`src/hdl/pdwc_pkg.sv`:
```
package pdwc_pkg;

  // ==========================================================
  // register map on the special function register port
  localparam logic [7:0] PDWC_PWRCTL_ADDR = 8'h87;
  localparam logic [7:0] PDWC_CKCTRL_ADDR = 8'hB6;

  // ==========================================================
  // field positions and masks
  localparam int PDWC_IDLE_BIT = 0;
  localparam int PDWC_STOP_BIT = 1;
  localparam int PDWC_CLK_HALT_BIT = 1;
  // writable bits: baud doubler, two flags, stop, idle; 6..4 read zero
  localparam logic [7:0] PDWC_PWRCTL_WMASK = 8'h8F;
  // only the clock-halt bit exists; bit 0 reads zero
  localparam logic [7:0] PDWC_CKCTRL_WMASK = 8'h02;
  localparam logic [7:0] PDWC_PWRCTL_RESET = 8'h00;
  localparam logic [7:0] PDWC_CKCTRL_RESET = 8'h00;

  // ==========================================================
  // startup counts: slow oscillator ticks, then crystal cycles
  localparam int PDWC_POR_SLOW_CYC = 14;
  localparam int PDWC_WDOG_SLOW_CYC = 12;
  localparam int PDWC_RESET_XTAL_CYC = 24;
  localparam int PDWC_PIN_WAKE_SLOW_CYC = 3;
  localparam int PDWC_RTC_WAKE_SLOW_CYC = 3;
  localparam int PDWC_WAKE_XTAL_CYC = 52;

  // wake sources: two pins and the real-time clock
  localparam int PDWC_NUM_SRC = 3;
  localparam int PDWC_RTC_SRC = 2;

  // ==========================================================
  // sequencer states
  typedef enum logic [3:0] {
    PDWC_BOOT,
    PDWC_RST_SLOW,
    PDWC_RST_XTAL,
    PDWC_RUN,
    PDWC_IDLE,
    PDWC_STOP,
    PDWC_PD_ENTER,
    PDWC_PD,
    PDWC_WAKE_SLOW,
    PDWC_WAKE_XTAL
  } pdwc_state_t;

endpackage

```
`src/hdl/pdwc_cycle_cnt.sv`:
```
`timescale 1ns/1ns
module pdwc_cycle_cnt #(
  parameter int W = 6
) (
  input wire logic core_clk_i,
  input wire logic rst_i,
  input wire logic load_i,
  input wire logic [W-1:0] load_val_i,
  input wire logic step_i,
  output logic done_o
);

  logic [W-1:0] cnt_reg;
  logic [W-1:0] cnt_next;
  logic done_reg;
  logic done_next;

  // load wins over a step; count halts at zero
  always_comb begin
    cnt_next = cnt_reg;
    if (load_i) begin
      cnt_next = load_val_i;
    end else if (step_i && (cnt_reg != '0)) begin
      cnt_next = cnt_reg - W'(1);
    end
    done_next = (cnt_next == '0);
  end

  // reset to zero, so done reads high until the first load
  always_ff @(posedge core_clk_i or posedge rst_i) begin
    if (rst_i) begin
      cnt_reg <= '0;
      done_reg <= 1'b1;
    end else begin
      cnt_reg <= cnt_next;
      done_reg <= done_next;
    end
  end

  assign done_o = done_reg;

endmodule

```
`src/hdl/pdwc_power_ctrl.sv`:
```
// Notes on behaviour
// - setting stop bit enters stop after instruction
// - only watchdog reset leaves stop mode
// - clock-halt bit enters power-down after instruction
// - power-down suspends CPU, keeps all contents
// - power-down shuts clock and regulators in order
// - wake only by enabled pin, RTC, watchdog
// - valid wakeup clears clock-halt bit in hardware
// - wake interrupt served once clocks are restored
// - watchdog in power-down runs full reset sequence
// - wake and interrupt per pin exclusive
// - interrupt detect off in power-down, wake off otherwise
// - pin wake also captured as pending interrupt
// - reset startup: slow ticks then 24 crystal
// - wake startup: 3 slow ticks then 52 crystal
// - idle keeps CPU clock running internally
`timescale 1ns/1ns
module pdwc_power_ctrl
  import pdwc_pkg::*;
#(
  parameter int SLOW_W = 4,
  parameter int XTAL_W = 6
) (
  input wire logic core_clk_i,
  input wire logic rst_i,
  input wire logic [7:0] sfr_addr_i,
  input wire logic sfr_wr_i,
  input wire logic [7:0] sfr_wdata_i,
  input wire logic sfr_rd_i,
  output logic [7:0] sfr_rdata_o,
  input wire logic instr_done_i,
  input wire logic irq_pending_i,
  input wire logic wdog_rst_i,
  input wire logic rtc_wake_i,
  input wire logic [1:0] ext_wake_pin_b_i,
  input wire logic [1:0] port0_alt_function_i,
  input wire logic low_power_oscillator_i,
  input wire logic [PDWC_NUM_SRC-1:0] wake_irq_ack_i,
  output logic [PDWC_NUM_SRC-1:0] wake_irq_o,
  output logic cpu_halt_o,
  output logic cpu_clk_en_o,
  output logic sys_clk_en_o,
  output logic regulator_en_o,
  output logic cpu_rst_o,
  output logic int_detect_en_o,
  output logic wake_detect_en_o
);

  // ==========================================================
  // elaboration checks
  if (((1 << SLOW_W) - 1) < PDWC_POR_SLOW_CYC) begin : g_slow_chk
    $error("SLOW_W too narrow for the reset tick count");
  end
  if (((1 << XTAL_W) - 1) < PDWC_WAKE_XTAL_CYC) begin : g_xtal_chk
    $error("XTAL_W too narrow for the wake crystal count");
  end

  // ==========================================================
  // state
  pdwc_state_t state_reg, state_next;
  logic [7:0] power_control_reg, power_control_next;
  logic [7:0] ckctrl_reg, ckctrl_next;
  logic [7:0] rdata_reg, rdata_next;
  logic [PDWC_NUM_SRC-1:0] pend_reg, pend_next;
  logic [PDWC_NUM_SRC-1:0] irq_reg, irq_next;
  logic [5:0] out_reg, out_next;
  logic wake_det_reg, wake_det_next;
  logic lp_prev_reg;
  logic lp_tick;
  logic [PDWC_NUM_SRC-1:0] wake_src;
  logic slow_load, slow_done, xtal_load, xtal_done;
  logic [SLOW_W-1:0] slow_val;
  logic [XTAL_W-1:0] xtal_val;

  // slow oscillator rising edge, sampled directly, makes a one-cycle tick
  assign lp_tick = low_power_oscillator_i && !lp_prev_reg;

  // gated wake sources
  // a pin wakes only while its alternate function is enabled
  assign wake_src = {rtc_wake_i, ~ext_wake_pin_b_i & port0_alt_function_i};

  // two counters
  // slow ticks are counted first, the crystal count releases the cpu
  pdwc_cycle_cnt #(.W(SLOW_W)) u_slow_cnt (
    .core_clk_i(core_clk_i),
    .rst_i(rst_i),
    .load_i(slow_load),
    .load_val_i(slow_val),
    .step_i(lp_tick),
    .done_o(slow_done)
  );

  pdwc_cycle_cnt #(.W(XTAL_W)) u_xtal_cnt (
    .core_clk_i(core_clk_i),
    .rst_i(rst_i),
    .load_i(xtal_load),
    .load_val_i(xtal_val),
    .step_i(1'b1),
    .done_o(xtal_done)
  );

  // ==========================================================
  // sequencer and register next values
  always_comb begin
    state_next = state_reg;
    power_control_next = power_control_reg;
    ckctrl_next = ckctrl_reg;
    pend_next = pend_reg & ~wake_irq_ack_i;
    slow_load = 1'b0;
    slow_val = '0;
    xtal_load = 1'b0;
    xtal_val = '0;
    rdata_next = rdata_reg;
    if (sfr_rd_i) begin
      unique case (sfr_addr_i)
        PDWC_PWRCTL_ADDR: rdata_next = power_control_reg;
        PDWC_CKCTRL_ADDR: rdata_next = ckctrl_reg;
        default: rdata_next = 8'h00;
      endcase
    end
    // cpu writes land only while it is executing
    if (sfr_wr_i && (state_reg == PDWC_RUN)) begin
      if (sfr_addr_i == PDWC_PWRCTL_ADDR) begin
        power_control_next = sfr_wdata_i & PDWC_PWRCTL_WMASK;
      end
      if (sfr_addr_i == PDWC_CKCTRL_ADDR) begin
        ckctrl_next = sfr_wdata_i & PDWC_CKCTRL_WMASK;
      end
    end
    unique case (state_reg)
      PDWC_BOOT: begin
        slow_load = 1'b1;
        slow_val = SLOW_W'(PDWC_POR_SLOW_CYC);
        state_next = PDWC_RST_SLOW;
      end
      PDWC_RST_SLOW: begin
        if (slow_done) begin
          xtal_load = 1'b1;
          xtal_val = XTAL_W'(PDWC_RESET_XTAL_CYC - 1);
          state_next = PDWC_RST_XTAL;
        end
      end
      PDWC_RST_XTAL: begin
        if (xtal_done) begin
          state_next = PDWC_RUN;
        end
      end
      PDWC_RUN: begin
        // power-down, stop and idle entry
        // power-down is checked first: it saves far more than stop
        if (instr_done_i && ckctrl_reg[PDWC_CLK_HALT_BIT]) begin
          state_next = PDWC_PD_ENTER;
        end else if (instr_done_i && power_control_reg[PDWC_STOP_BIT]) begin
          state_next = PDWC_STOP;
        end else if (instr_done_i && power_control_reg[PDWC_IDLE_BIT]) begin
          state_next = PDWC_IDLE;
        end
      end
      PDWC_IDLE: begin
        // an enabled interrupt ends idle and the hardware clears the bit
        if (irq_pending_i) begin
          power_control_next[PDWC_IDLE_BIT] = 1'b0;
          state_next = PDWC_RUN;
        end
      end
      // stop exit
      // stop ignores interrupts; only the watchdog branch below leaves it
      PDWC_STOP: state_next = PDWC_STOP;
      PDWC_PD_ENTER: state_next = PDWC_PD;
      PDWC_PD: begin
        if (wake_src != '0) begin
          ckctrl_next[PDWC_CLK_HALT_BIT] = 1'b0;
          slow_load = 1'b1;
          slow_val = (wake_src[1:0] != 2'b00) ? SLOW_W'(PDWC_PIN_WAKE_SLOW_CYC) :
                                                SLOW_W'(PDWC_RTC_WAKE_SLOW_CYC);
          state_next = PDWC_WAKE_SLOW;
        end
      end
      PDWC_WAKE_SLOW: begin
        if (slow_done) begin
          xtal_load = 1'b1;
          xtal_val = XTAL_W'(PDWC_WAKE_XTAL_CYC - 1);
          state_next = PDWC_WAKE_XTAL;
        end
      end
      PDWC_WAKE_XTAL: begin
        if (xtal_done) begin
          state_next = PDWC_RUN;
        end
      end
      default: state_next = PDWC_BOOT;
    endcase
    // capture wake as interrupt
    // set wins over an acknowledge in the same cycle
    if (state_reg == PDWC_PD) begin
      pend_next = pend_next | wake_src;
    end
    // watchdog reset
    // watchdog overrides every state and clears the mode registers
    if (wdog_rst_i) begin
      power_control_next = PDWC_PWRCTL_RESET;
      ckctrl_next = PDWC_CKCTRL_RESET;
      pend_next = '0;
      slow_load = 1'b1;
      slow_val = SLOW_W'(PDWC_WDOG_SLOW_CYC);
      xtal_load = 1'b0;
      state_next = PDWC_RST_SLOW;
    end
    irq_next = (state_next == PDWC_RUN) ? pend_next : '0;
  end

  // output decode
  // outputs follow the next state so that each is a plain flip-flop
  always_comb begin
    out_next = '0;
    wake_det_next = (state_next == PDWC_PD);
    unique case (state_next)
      PDWC_BOOT, PDWC_RST_SLOW: out_next = 6'b1_0_0_1_0_1;
      PDWC_RST_XTAL: out_next = 6'b1_0_1_1_0_1;
      PDWC_RUN: out_next = 6'b0_1_1_1_1_0;
      PDWC_IDLE, PDWC_STOP: out_next = 6'b1_1_1_1_1_0;
      PDWC_PD_ENTER: out_next = 6'b1_0_1_1_0_0;
      PDWC_PD: out_next = 6'b1_0_0_0_0_0;
      PDWC_WAKE_SLOW: out_next = 6'b1_0_0_1_0_0;
      PDWC_WAKE_XTAL: out_next = 6'b1_0_1_1_0_0;
      default: out_next = 6'b1_0_0_1_0_1;
    endcase
  end

  always_ff @(posedge core_clk_i or posedge rst_i) begin
    if (rst_i) begin
      state_reg <= PDWC_BOOT;
      power_control_reg <= PDWC_PWRCTL_RESET;
      ckctrl_reg <= PDWC_CKCTRL_RESET;
      rdata_reg <= 8'h00;
      pend_reg <= '0;
      irq_reg <= '0;
      out_reg <= 6'b1_0_0_1_0_1;
      wake_det_reg <= 1'b0;
      lp_prev_reg <= 1'b0;
    end else begin
      state_reg <= state_next;
      power_control_reg <= power_control_next;
      ckctrl_reg <= ckctrl_next;
      rdata_reg <= rdata_next;
      pend_reg <= pend_next;
      irq_reg <= irq_next;
      out_reg <= out_next;
      wake_det_reg <= wake_det_next;
      lp_prev_reg <= low_power_oscillator_i;
    end
  end

  // field order: halt, cpu clk, sys clk, regulator, int detect, cpu reset
  assign cpu_halt_o = out_reg[5];
  assign cpu_clk_en_o = out_reg[4];
  assign sys_clk_en_o = out_reg[3];
  assign regulator_en_o = out_reg[2];
  assign int_detect_en_o = out_reg[1];
  assign cpu_rst_o = out_reg[0];
  assign wake_detect_en_o = wake_det_reg;
  assign wake_irq_o = irq_reg;
  assign sfr_rdata_o = rdata_reg;

  logic [7:0] xtal_cyc_reg;
  logic [3:0] tick_cyc_reg;
  always_ff @(posedge core_clk_i or posedge rst_i) begin
    if (rst_i) begin
      xtal_cyc_reg <= 8'h00;
      tick_cyc_reg <= 4'h0;
    end else begin
      xtal_cyc_reg <= (state_next == state_reg) ? xtal_cyc_reg + 8'h01 : 8'h01;
      tick_cyc_reg <= (state_next != state_reg) ? 4'h0 :
                      tick_cyc_reg + {3'b000, lp_tick};
    end
  end
endmodule

```
`config.mk`:
```
export PLATFORM = sky130hd
export DESIGN_NAME = pdwc_power_ctrl
export DESIGN_NICKNAME = d
export VERILOG_FILES = /design/src/hdl/pdwc_pkg.sv /design/src/hdl/pdwc_cycle_cnt.sv /design/src/hdl/pdwc_power_ctrl.sv
export SDC_FILE = /design/constraint.sdc
export NUM_CORES = 1
export LEC_CHECK = 0
export BUFFER_PORTS_ARGS = -buffer_cell sky130_fd_sc_hd__clkbuf_2
export CAP_MARGIN = 0
export CORE_ASPECT_RATIO = 1.25
export CORE_MARGIN = 2
export CORE_UTILIZATION = 40
export DETAILED_ROUTE_END_ITERATION = 12
export GPL_TIMING_DRIVEN = 0
export PLACE_DENSITY = 0.73
export SLEW_MARGIN = 20
export SYNTH_ARGS = -nofsm -noshare
export SYNTH_HDL_FRONTEND = slang
export SYNTH_SLANG_ARGS = --single-unit
export TNS_END_PERCENT = 1
```
`constraint.sdc`:
```
create_clock -name core_clk_i -period 2 [get_ports core_clk_i]
set_input_delay 0 -clock core_clk_i [delete_from_list [all_inputs] [get_ports core_clk_i]]
set_output_delay 0 -clock core_clk_i [all_outputs]
set_load 0.01 [all_outputs]
```
# Word level (Yosys, flattened, before mapping)
# Memory sizes are Yosys's and may differ from the RTL's. A register that Yosys moved wholly into a read port is not among the register bits.
# Index checks and enable logic that the tools add are counted.
[word_totals] register_bits=48 mem_bits_ro=96 input_bits=32 out_inout_bits=18 word_cells=95 mem_count=1
[op_classes] add_sub_neg=2 n_eq_ne=13 n_mux=40 bitwise=5 reduce_logical=20
[mem_list] name="(name not given)" words=16 word_bits=6 read_ports=1 rd_clocked_by_memory_dff=1 wr=0 line="pdwc_power_ctrl.sv:217" source="unique case (state_next)"
[ops] op="4-bit 2-to-1 mux" n=12
[ops] op="8-bit 2-to-1 mux" n=6
[ops] op="4-bit one-hot mux with 9 select lines" n=1
[ops] op="4-bit by 3-bit equality test with 1-bit output (second input constant)" n=5
[ops] op="6-bit 2-to-1 mux" n=3
[ops] op="8-bit equality test (second input constant)" n=2
[ops] op="8-bit one-hot mux with 2 select lines" n=1
[ops] op="4-bit by 2-bit equality test with 1-bit output (second input constant)" n=3
[ops] op="6-bit one-hot mux with 2 select lines" n=1
[ops] op="1-bit 2-to-1 mux" n=9
[ops] op="3-bit 2-to-1 mux" n=3
[ops] op="4-bit equality test (second input constant)" n=2
[ops] op="4-bit zero test" n=2
[ops] op="4-bit one-hot mux with 2 select lines" n=1
[ops] op="1-bit logical AND" n=6
[ops] op="6-bit zero test" n=1
[ops] op="2-bit nonzero test" n=3
[ops] op="6-bit nonzero test" n=1
[ops] op="6-bit by 1-bit subtractor with 6-bit output (second input constant)" n=1
[ops] op="5-bit 2-to-1 mux" n=1
[ops] op="4-bit by 1-bit equality test with 1-bit output (second input constant)" n=1
[ops] op="2-bit AND reduction" n=2
[ops] op="4-bit nonzero test" n=1
[ops] op="2-bit OR reduction" n=2
[ops] op="other kinds (10)" n=10

# Depth between registers and ports, before layout
[logic_depth] ltp_word=8 depth_mapped=7 depth_no_buf=6

# Hierarchy
# Synthesis repeated with hierarchy kept, for this count alone.
[hier_totals] hier_cells=243 hier_area_um2=2401.1
[by_module_without_submodules] module="pdwc_power_ctrl" n_inst=1 cells_per_inst=170 area_each_um2=1659.1 seq_area_each_um2=729.4
[by_module_without_submodules] module="pdwc_cycle_cnt at u_xtal_cnt" n_inst=1 cells_per_inst=43 area_each_um2=439.2 seq_area_each_um2=176.4
[by_module_without_submodules] module="pdwc_cycle_cnt at u_slow_cnt" n_inst=1 cells_per_inst=30 area_each_um2=302.8 seq_area_each_um2=126.4

# Least setup slack after synthesis
# OpenSTA, ideal clock, no wires.
[synth_path] path_kind="register to register" startpoint="register u_xtal_cnt.cnt_reg[3]" endpoint="register u_xtal_cnt.done_reg, in the netlist u_xtal_cnt.done_o" setup_ns=0.090 arrival_ns=1.610 required_ns=1.910 slack_ns=0.300 path_stages_with_launch=6 n_path_buf=0 synth_period_minus_slack_ns=1.700 path_cell_list="dfrtp_1 -> or3_4 -> or3b_4 -> nand2_1 -> o22ai_1 -> nor4_2"
[synth_between] elab_chain_cells=4 word_cells_on_any_way=5 cone_classes="add/sub: 1; mux: 2; reduce/logical: 2"
[synth_rtl] item="from (decl)" line="pdwc_cycle_cnt.sv:13" source="logic [W-1:0] cnt_reg;"
[synth_rtl] item="from (signal assigned)" line="pdwc_cycle_cnt.sv:35" source="cnt_reg <= cnt_next;"
[synth_rtl] item="6-bit by 1-bit subtractor with 6-bit output or 6-bit nonzero test (tied branches)" line="pdwc_cycle_cnt.sv:24, pdwc_cycle_cnt.sv:23"
[synth_rtl] item="6-bit 2-to-1 mux *" line="pdwc_cycle_cnt.sv:23" source="end else if (step_i && (cnt_reg != '0)) begin"
[synth_rtl] item="6-bit 2-to-1 mux *" line="pdwc_cycle_cnt.sv:21" source="if (load_i) begin"
[synth_rtl] item="named net u_xtal_cnt.cnt_next[5]" line="pdwc_cycle_cnt.sv:14" source="logic [W-1:0] cnt_next;"
[synth_rtl] item="6-bit zero test *" line="pdwc_cycle_cnt.sv:26" source="done_next = (cnt_next == '0);"
[synth_rtl] item="named net u_xtal_cnt.done_next" line="pdwc_cycle_cnt.sv:16" source="logic done_next;"
[synth_rtl] item="to (signal assigned)" line="pdwc_cycle_cnt.sv:36" source="done_reg <= done_next;"
[synth_rtl] item="to (decl)" line="pdwc_cycle_cnt.sv:15" source="logic done_reg;"
# Mark *: on every way through the listed nets, which the timed path passes. The rest lies on a longest branch.
# A chain may end at the register's enable or synchronous reset.

# Final worst setup path
[layout_path] startpoint="register state_reg[1]" endpoint="register irq_reg[0], in the netlist wake_irq_o[0]"
[layout_between] elab_chain_cells=7 word_cells_on_any_way=25 cone_classes="eq/ne: 10; mux: 13; reduce/logical: 2"
[layout_rtl] item="from (decl)" line="pdwc_power_ctrl.sv:60" source="pdwc_state_t state_reg, state_next;"
[layout_rtl] item="from (signal assigned)" line="pdwc_power_ctrl.sv:242" source="state_reg <= state_next;"
[layout_rtl] item="4-bit 2-to-1 mux" line="pdwc_power_ctrl.sv:155" source="end else if (instr_done_i && power_control_reg[PDWC_IDLE_BIT]) begin"
[layout_rtl] item="4-bit 2-to-1 mux" line="pdwc_power_ctrl.sv:153" source="end else if (instr_done_i && power_control_reg[PDWC_STOP_BIT]) begin"
[layout_rtl] item="4-bit 2-to-1 mux" line="pdwc_power_ctrl.sv:151" source="if (instr_done_i && ckctrl_reg[PDWC_CLK_HALT_BIT]) begin"
[layout_rtl] item="4-bit one-hot mux with 9 select lines" line="pdwc_power_ctrl.sv:130" source="unique case (state_reg)"
[layout_rtl] item="4-bit 2-to-1 mux" line="pdwc_power_ctrl.sv:200" source="if (wdog_rst_i) begin"
[layout_rtl] item="4-bit by 2-bit equality test with 1-bit output" line="pdwc_power_ctrl.sv:209" source="irq_next = (state_next == PDWC_RUN) ? pend_next : '0;"
[layout_rtl] item="3-bit 2-to-1 mux *" line="pdwc_power_ctrl.sv:209"
[layout_rtl] item="named net irq_next[0]" line="pdwc_power_ctrl.sv:65" source="logic [PDWC_NUM_SRC-1:0] irq_reg, irq_next;"
[layout_rtl] item="to (signal assigned)" line="pdwc_power_ctrl.sv:247" source="irq_reg <= irq_next;"
[layout_rtl] item="to (decl)" line="pdwc_power_ctrl.sv:65"
# Marks and branches as above.

==> metrics.yaml <==
outcome: "complete, no violations"
critPathBufInv: 1
via_count: 1807
post-route-util_pct: 50.9
critPathMaxStageDelay_ps: 550
nets: 318
tightestPinTransition_ps: 560
cpLargestDelayFamily: "simple AND/OR/NAND/NOR gates"
dieArea_sq_um: 6060
slew_headroom_pct: 62.3
fin_hold_ws_ps: 7.78
drive_above_1_share_pct: 27.8
synth_edf_count: 0
drtIter0Drc: 70
final_cells: 348
hold_viol_final: 0
cap_violations: 0
dr.pass1.iters: 4
critical_path.cell_chain: "clkbuf_1, nor2_1, or4_4, a21bo_2, nor4_2"
tns_ps: 0
crit_slowest_cell: "or4_4"
grt_max_degree: 23
place_congestion: 0.896
clk_pin_slew_worst_paths_ps: 80
cts_max_path_buffers: 2
wire_per_inst_microns: 13.4
setup.worst_path.class: "flip-flop to flip-flop"
cp.required_ps: 2200
finalCritPeriodShare_pct: 93.9
max-vdd-ir-drop_uv: 431
post_dp_cell_area_sq_um: 2510
arrival_ps: 2070
cts_buffers: 5
pin_count: 50
coreArea_sq_um: 5330
crit_fanout: 10
postCtsSetupRepairBufs: 0
grt_pass1_wl_mm: 7.81
ys_ff_latch: 41
netlist_instances: 222
register_area_sq_um: 1030
yosysUniqueCellTypes: 58
final_antenna_net_count: 0
powerDensity_nw_per_um2: 780
synth_warnings: 0
grt_usage_pct: 16.1
synth_nets: 257
grt_pass1_vias: 1772
antenna_found_initial: 0
avgSynthCellArea_sq_um: 9.82
overflow: 0
multi_input_area_sq_um: 1020
antenna_cells: 0
vias_per_cell: 5.19
skew_ps: 6.64
hpwl_mm: 3.48
syn_area_sq_um: 2180
die_h_microns: 86.5
dpl_worst_slack_ps: 141
root_buffer: "clkbuf_8"
io_buffers: 44
die_width_microns: 70.0
cts.sinks: 41
cts_tree: "yes"
htreeDepth: 2
initial_core_util_pct: 40.9
power.total_mw: 2.12
fp-row-count: 30
min_path_type: "input port to flip-flop"
ys.flop_type: "dfrtp_1"
setup_viol: 0
finalMaxSlewViolations: 0
area_growth_pct: 24.6
rsz0062_at_grt: "yes"
cp-start-kind: "flip-flop"
synthArstFlopShare_pct: 100
max_freq_ghz: 0.533
clk_latency_ps: 290
fin_area_sq_um: 2720
drc: 0
finalCriticalPeriod_ps: 1880
final.setup.worst_slack_ps: 123
yosysSeqAreaShare_pct: 47.4
dp.cells: 331
cellLeakagePower_nw: 1.24
wl_mm: 4.65
end_kind: "flip-flop"
n_fill_cell: 492
[cells in the final DEF, fill, tap and decap left out, types with 3 or more instances in the layout]
cell           instances
clkbuf_8               6
nor2_1                23
nor3_1                 4
o21ai_0                9
xnor2_1                6
inv_1                 17
mux2i_1                8
dlygate4sd3_1          9
a21oi_1               11
dfrtp_1               36
nor2b_1                8
o22ai_1                7
ha_1                   3
clkbuf_1               5
nand2b_1               3
nand3_1                4
buf_4                  3
dfstp_2                5
a22oi_1                3
nor4_2                 3
nand2_1               13
buf_2                  4
clkbuf_2              45
[what timing repair did]
| item | CTS | global route |
|---|---|---|
| hold endpoints to repair | 23 | 0 |
| hold buffers | 9 | 0 |
| resized for setup | 0 | 2 |
| setup endpoints to repair | 0 | 3 |
[synthesized netlist by cell type, drive strengths merged (2+ instances only)]
library cell  number  area, sq um
ha                 3         37.5
nor2b              9         63.8
nand2b             3         18.8
dfrtp             36          901
clkbuf             5         18.8
dfstp              5          131
or3b               3         28.8
a21oi             11         55.1
o22ai              7         43.8
xor2               2         17.5
nand4b             2         17.5
nor3b              2         20.0
a22oi              3         22.5
mux2i              8         80.1
nor4               5         50.1
buf                7         42.5
or2                2         12.5
nor3               5         36.3
nand2             13         48.8
or3                3         23.8
or4                2         18.8
o31a               2         17.5
nand3b             2         15.0
a211oi             2         15.0
xnor2              6         52.6
nor2              23         86.3
a21o               2         15.0
o21ai             10         50.0
inv               18         67.6
nand3              4         20.0
[cell type report]
| type | instances | share of cell area, % |
|---|---|---|
| Sequential cell | 41 | 38.0 |
| Clock inverter | 1 | 1.11 |
| Inverter | 18 | 2.49 |
| Timing Repair Buffer | 54 | 12.4 |
| Clock buffer | 7 | 3.18 |
| Multi-Input combinational cell | 151 | 37.5 |
| Buffer | 12 | 2.30 |
| Tap cell | 64 | 2.95 |
[worst paths after layout]
check / start / slack (ps) / to / depth (start not counted)
worst max-delay path: state_reg[1]$_DFF_PP0_ / 120 / wake_irq_o[0]$_DFF_PP0_ / 5
worst min-delay path: sfr_addr_i[3] / 8 / sfr_rdata_o[1]$_DFFE_PP0P_ / 4
worst max register to register: state_reg[1]$_DFF_PP0_ / 120 / wake_irq_o[0]$_DFF_PP0_ / 5
worst min register to register: power_control_reg[7]$_DFFE_PP0P_ / 530 / sfr_rdata_o[7]$_DFFE_PP0P_ / 2
max in group asynchronous: rst_i / 1290 / wake_irq_o[0]$_DFF_PP0_ / 4
min in group asynchronous: rst_i / 260 / u_xtal_cnt.cnt_reg[1]$_DFF_PP0_ / 3
[tightest hold or removal path: cells and delay by family]
family          cells  cell delay, ps
compound gates      1              60
simple gates        2             130
buf+inv             1              70
[cell families (layout without fill, tap and decap cells)]
family / Yosys count / in the layout / synth area share, %
buffers and inverters: 30 / 92 / 5.91
and+or+nand+nor: 84 / 84 / 23.6
adders and majority gates: 3 / 3 / 1.72
AOI/OAI and AO/OA: 48 / 48 / 14.5
DFF: 41 / 41 / 47.4
muxes: 8 / 8 / 3.67
xor gates and xnor gates: 8 / 8 / 3.21
[report_power, final]
part / switching [mW] / internal (mW)
clock network: 0.277 / 0.407
logic: 0.226 / 0.213
registers: 0.0785 / 0.914
total: 0.582 / 1.53
[metal layers]
layer	share of wire, %	wire [microns]	track usage (%)	vias up
li1	-	-	-	899
met1	41	1910	19.1	860
met2	54	2500	29.2	41
met3	3.7	174	3.26	7
met4	1.2	57	5.24	0
met5	0	0	0	-
Note: power is estimated with default switching activity, not from simulation.
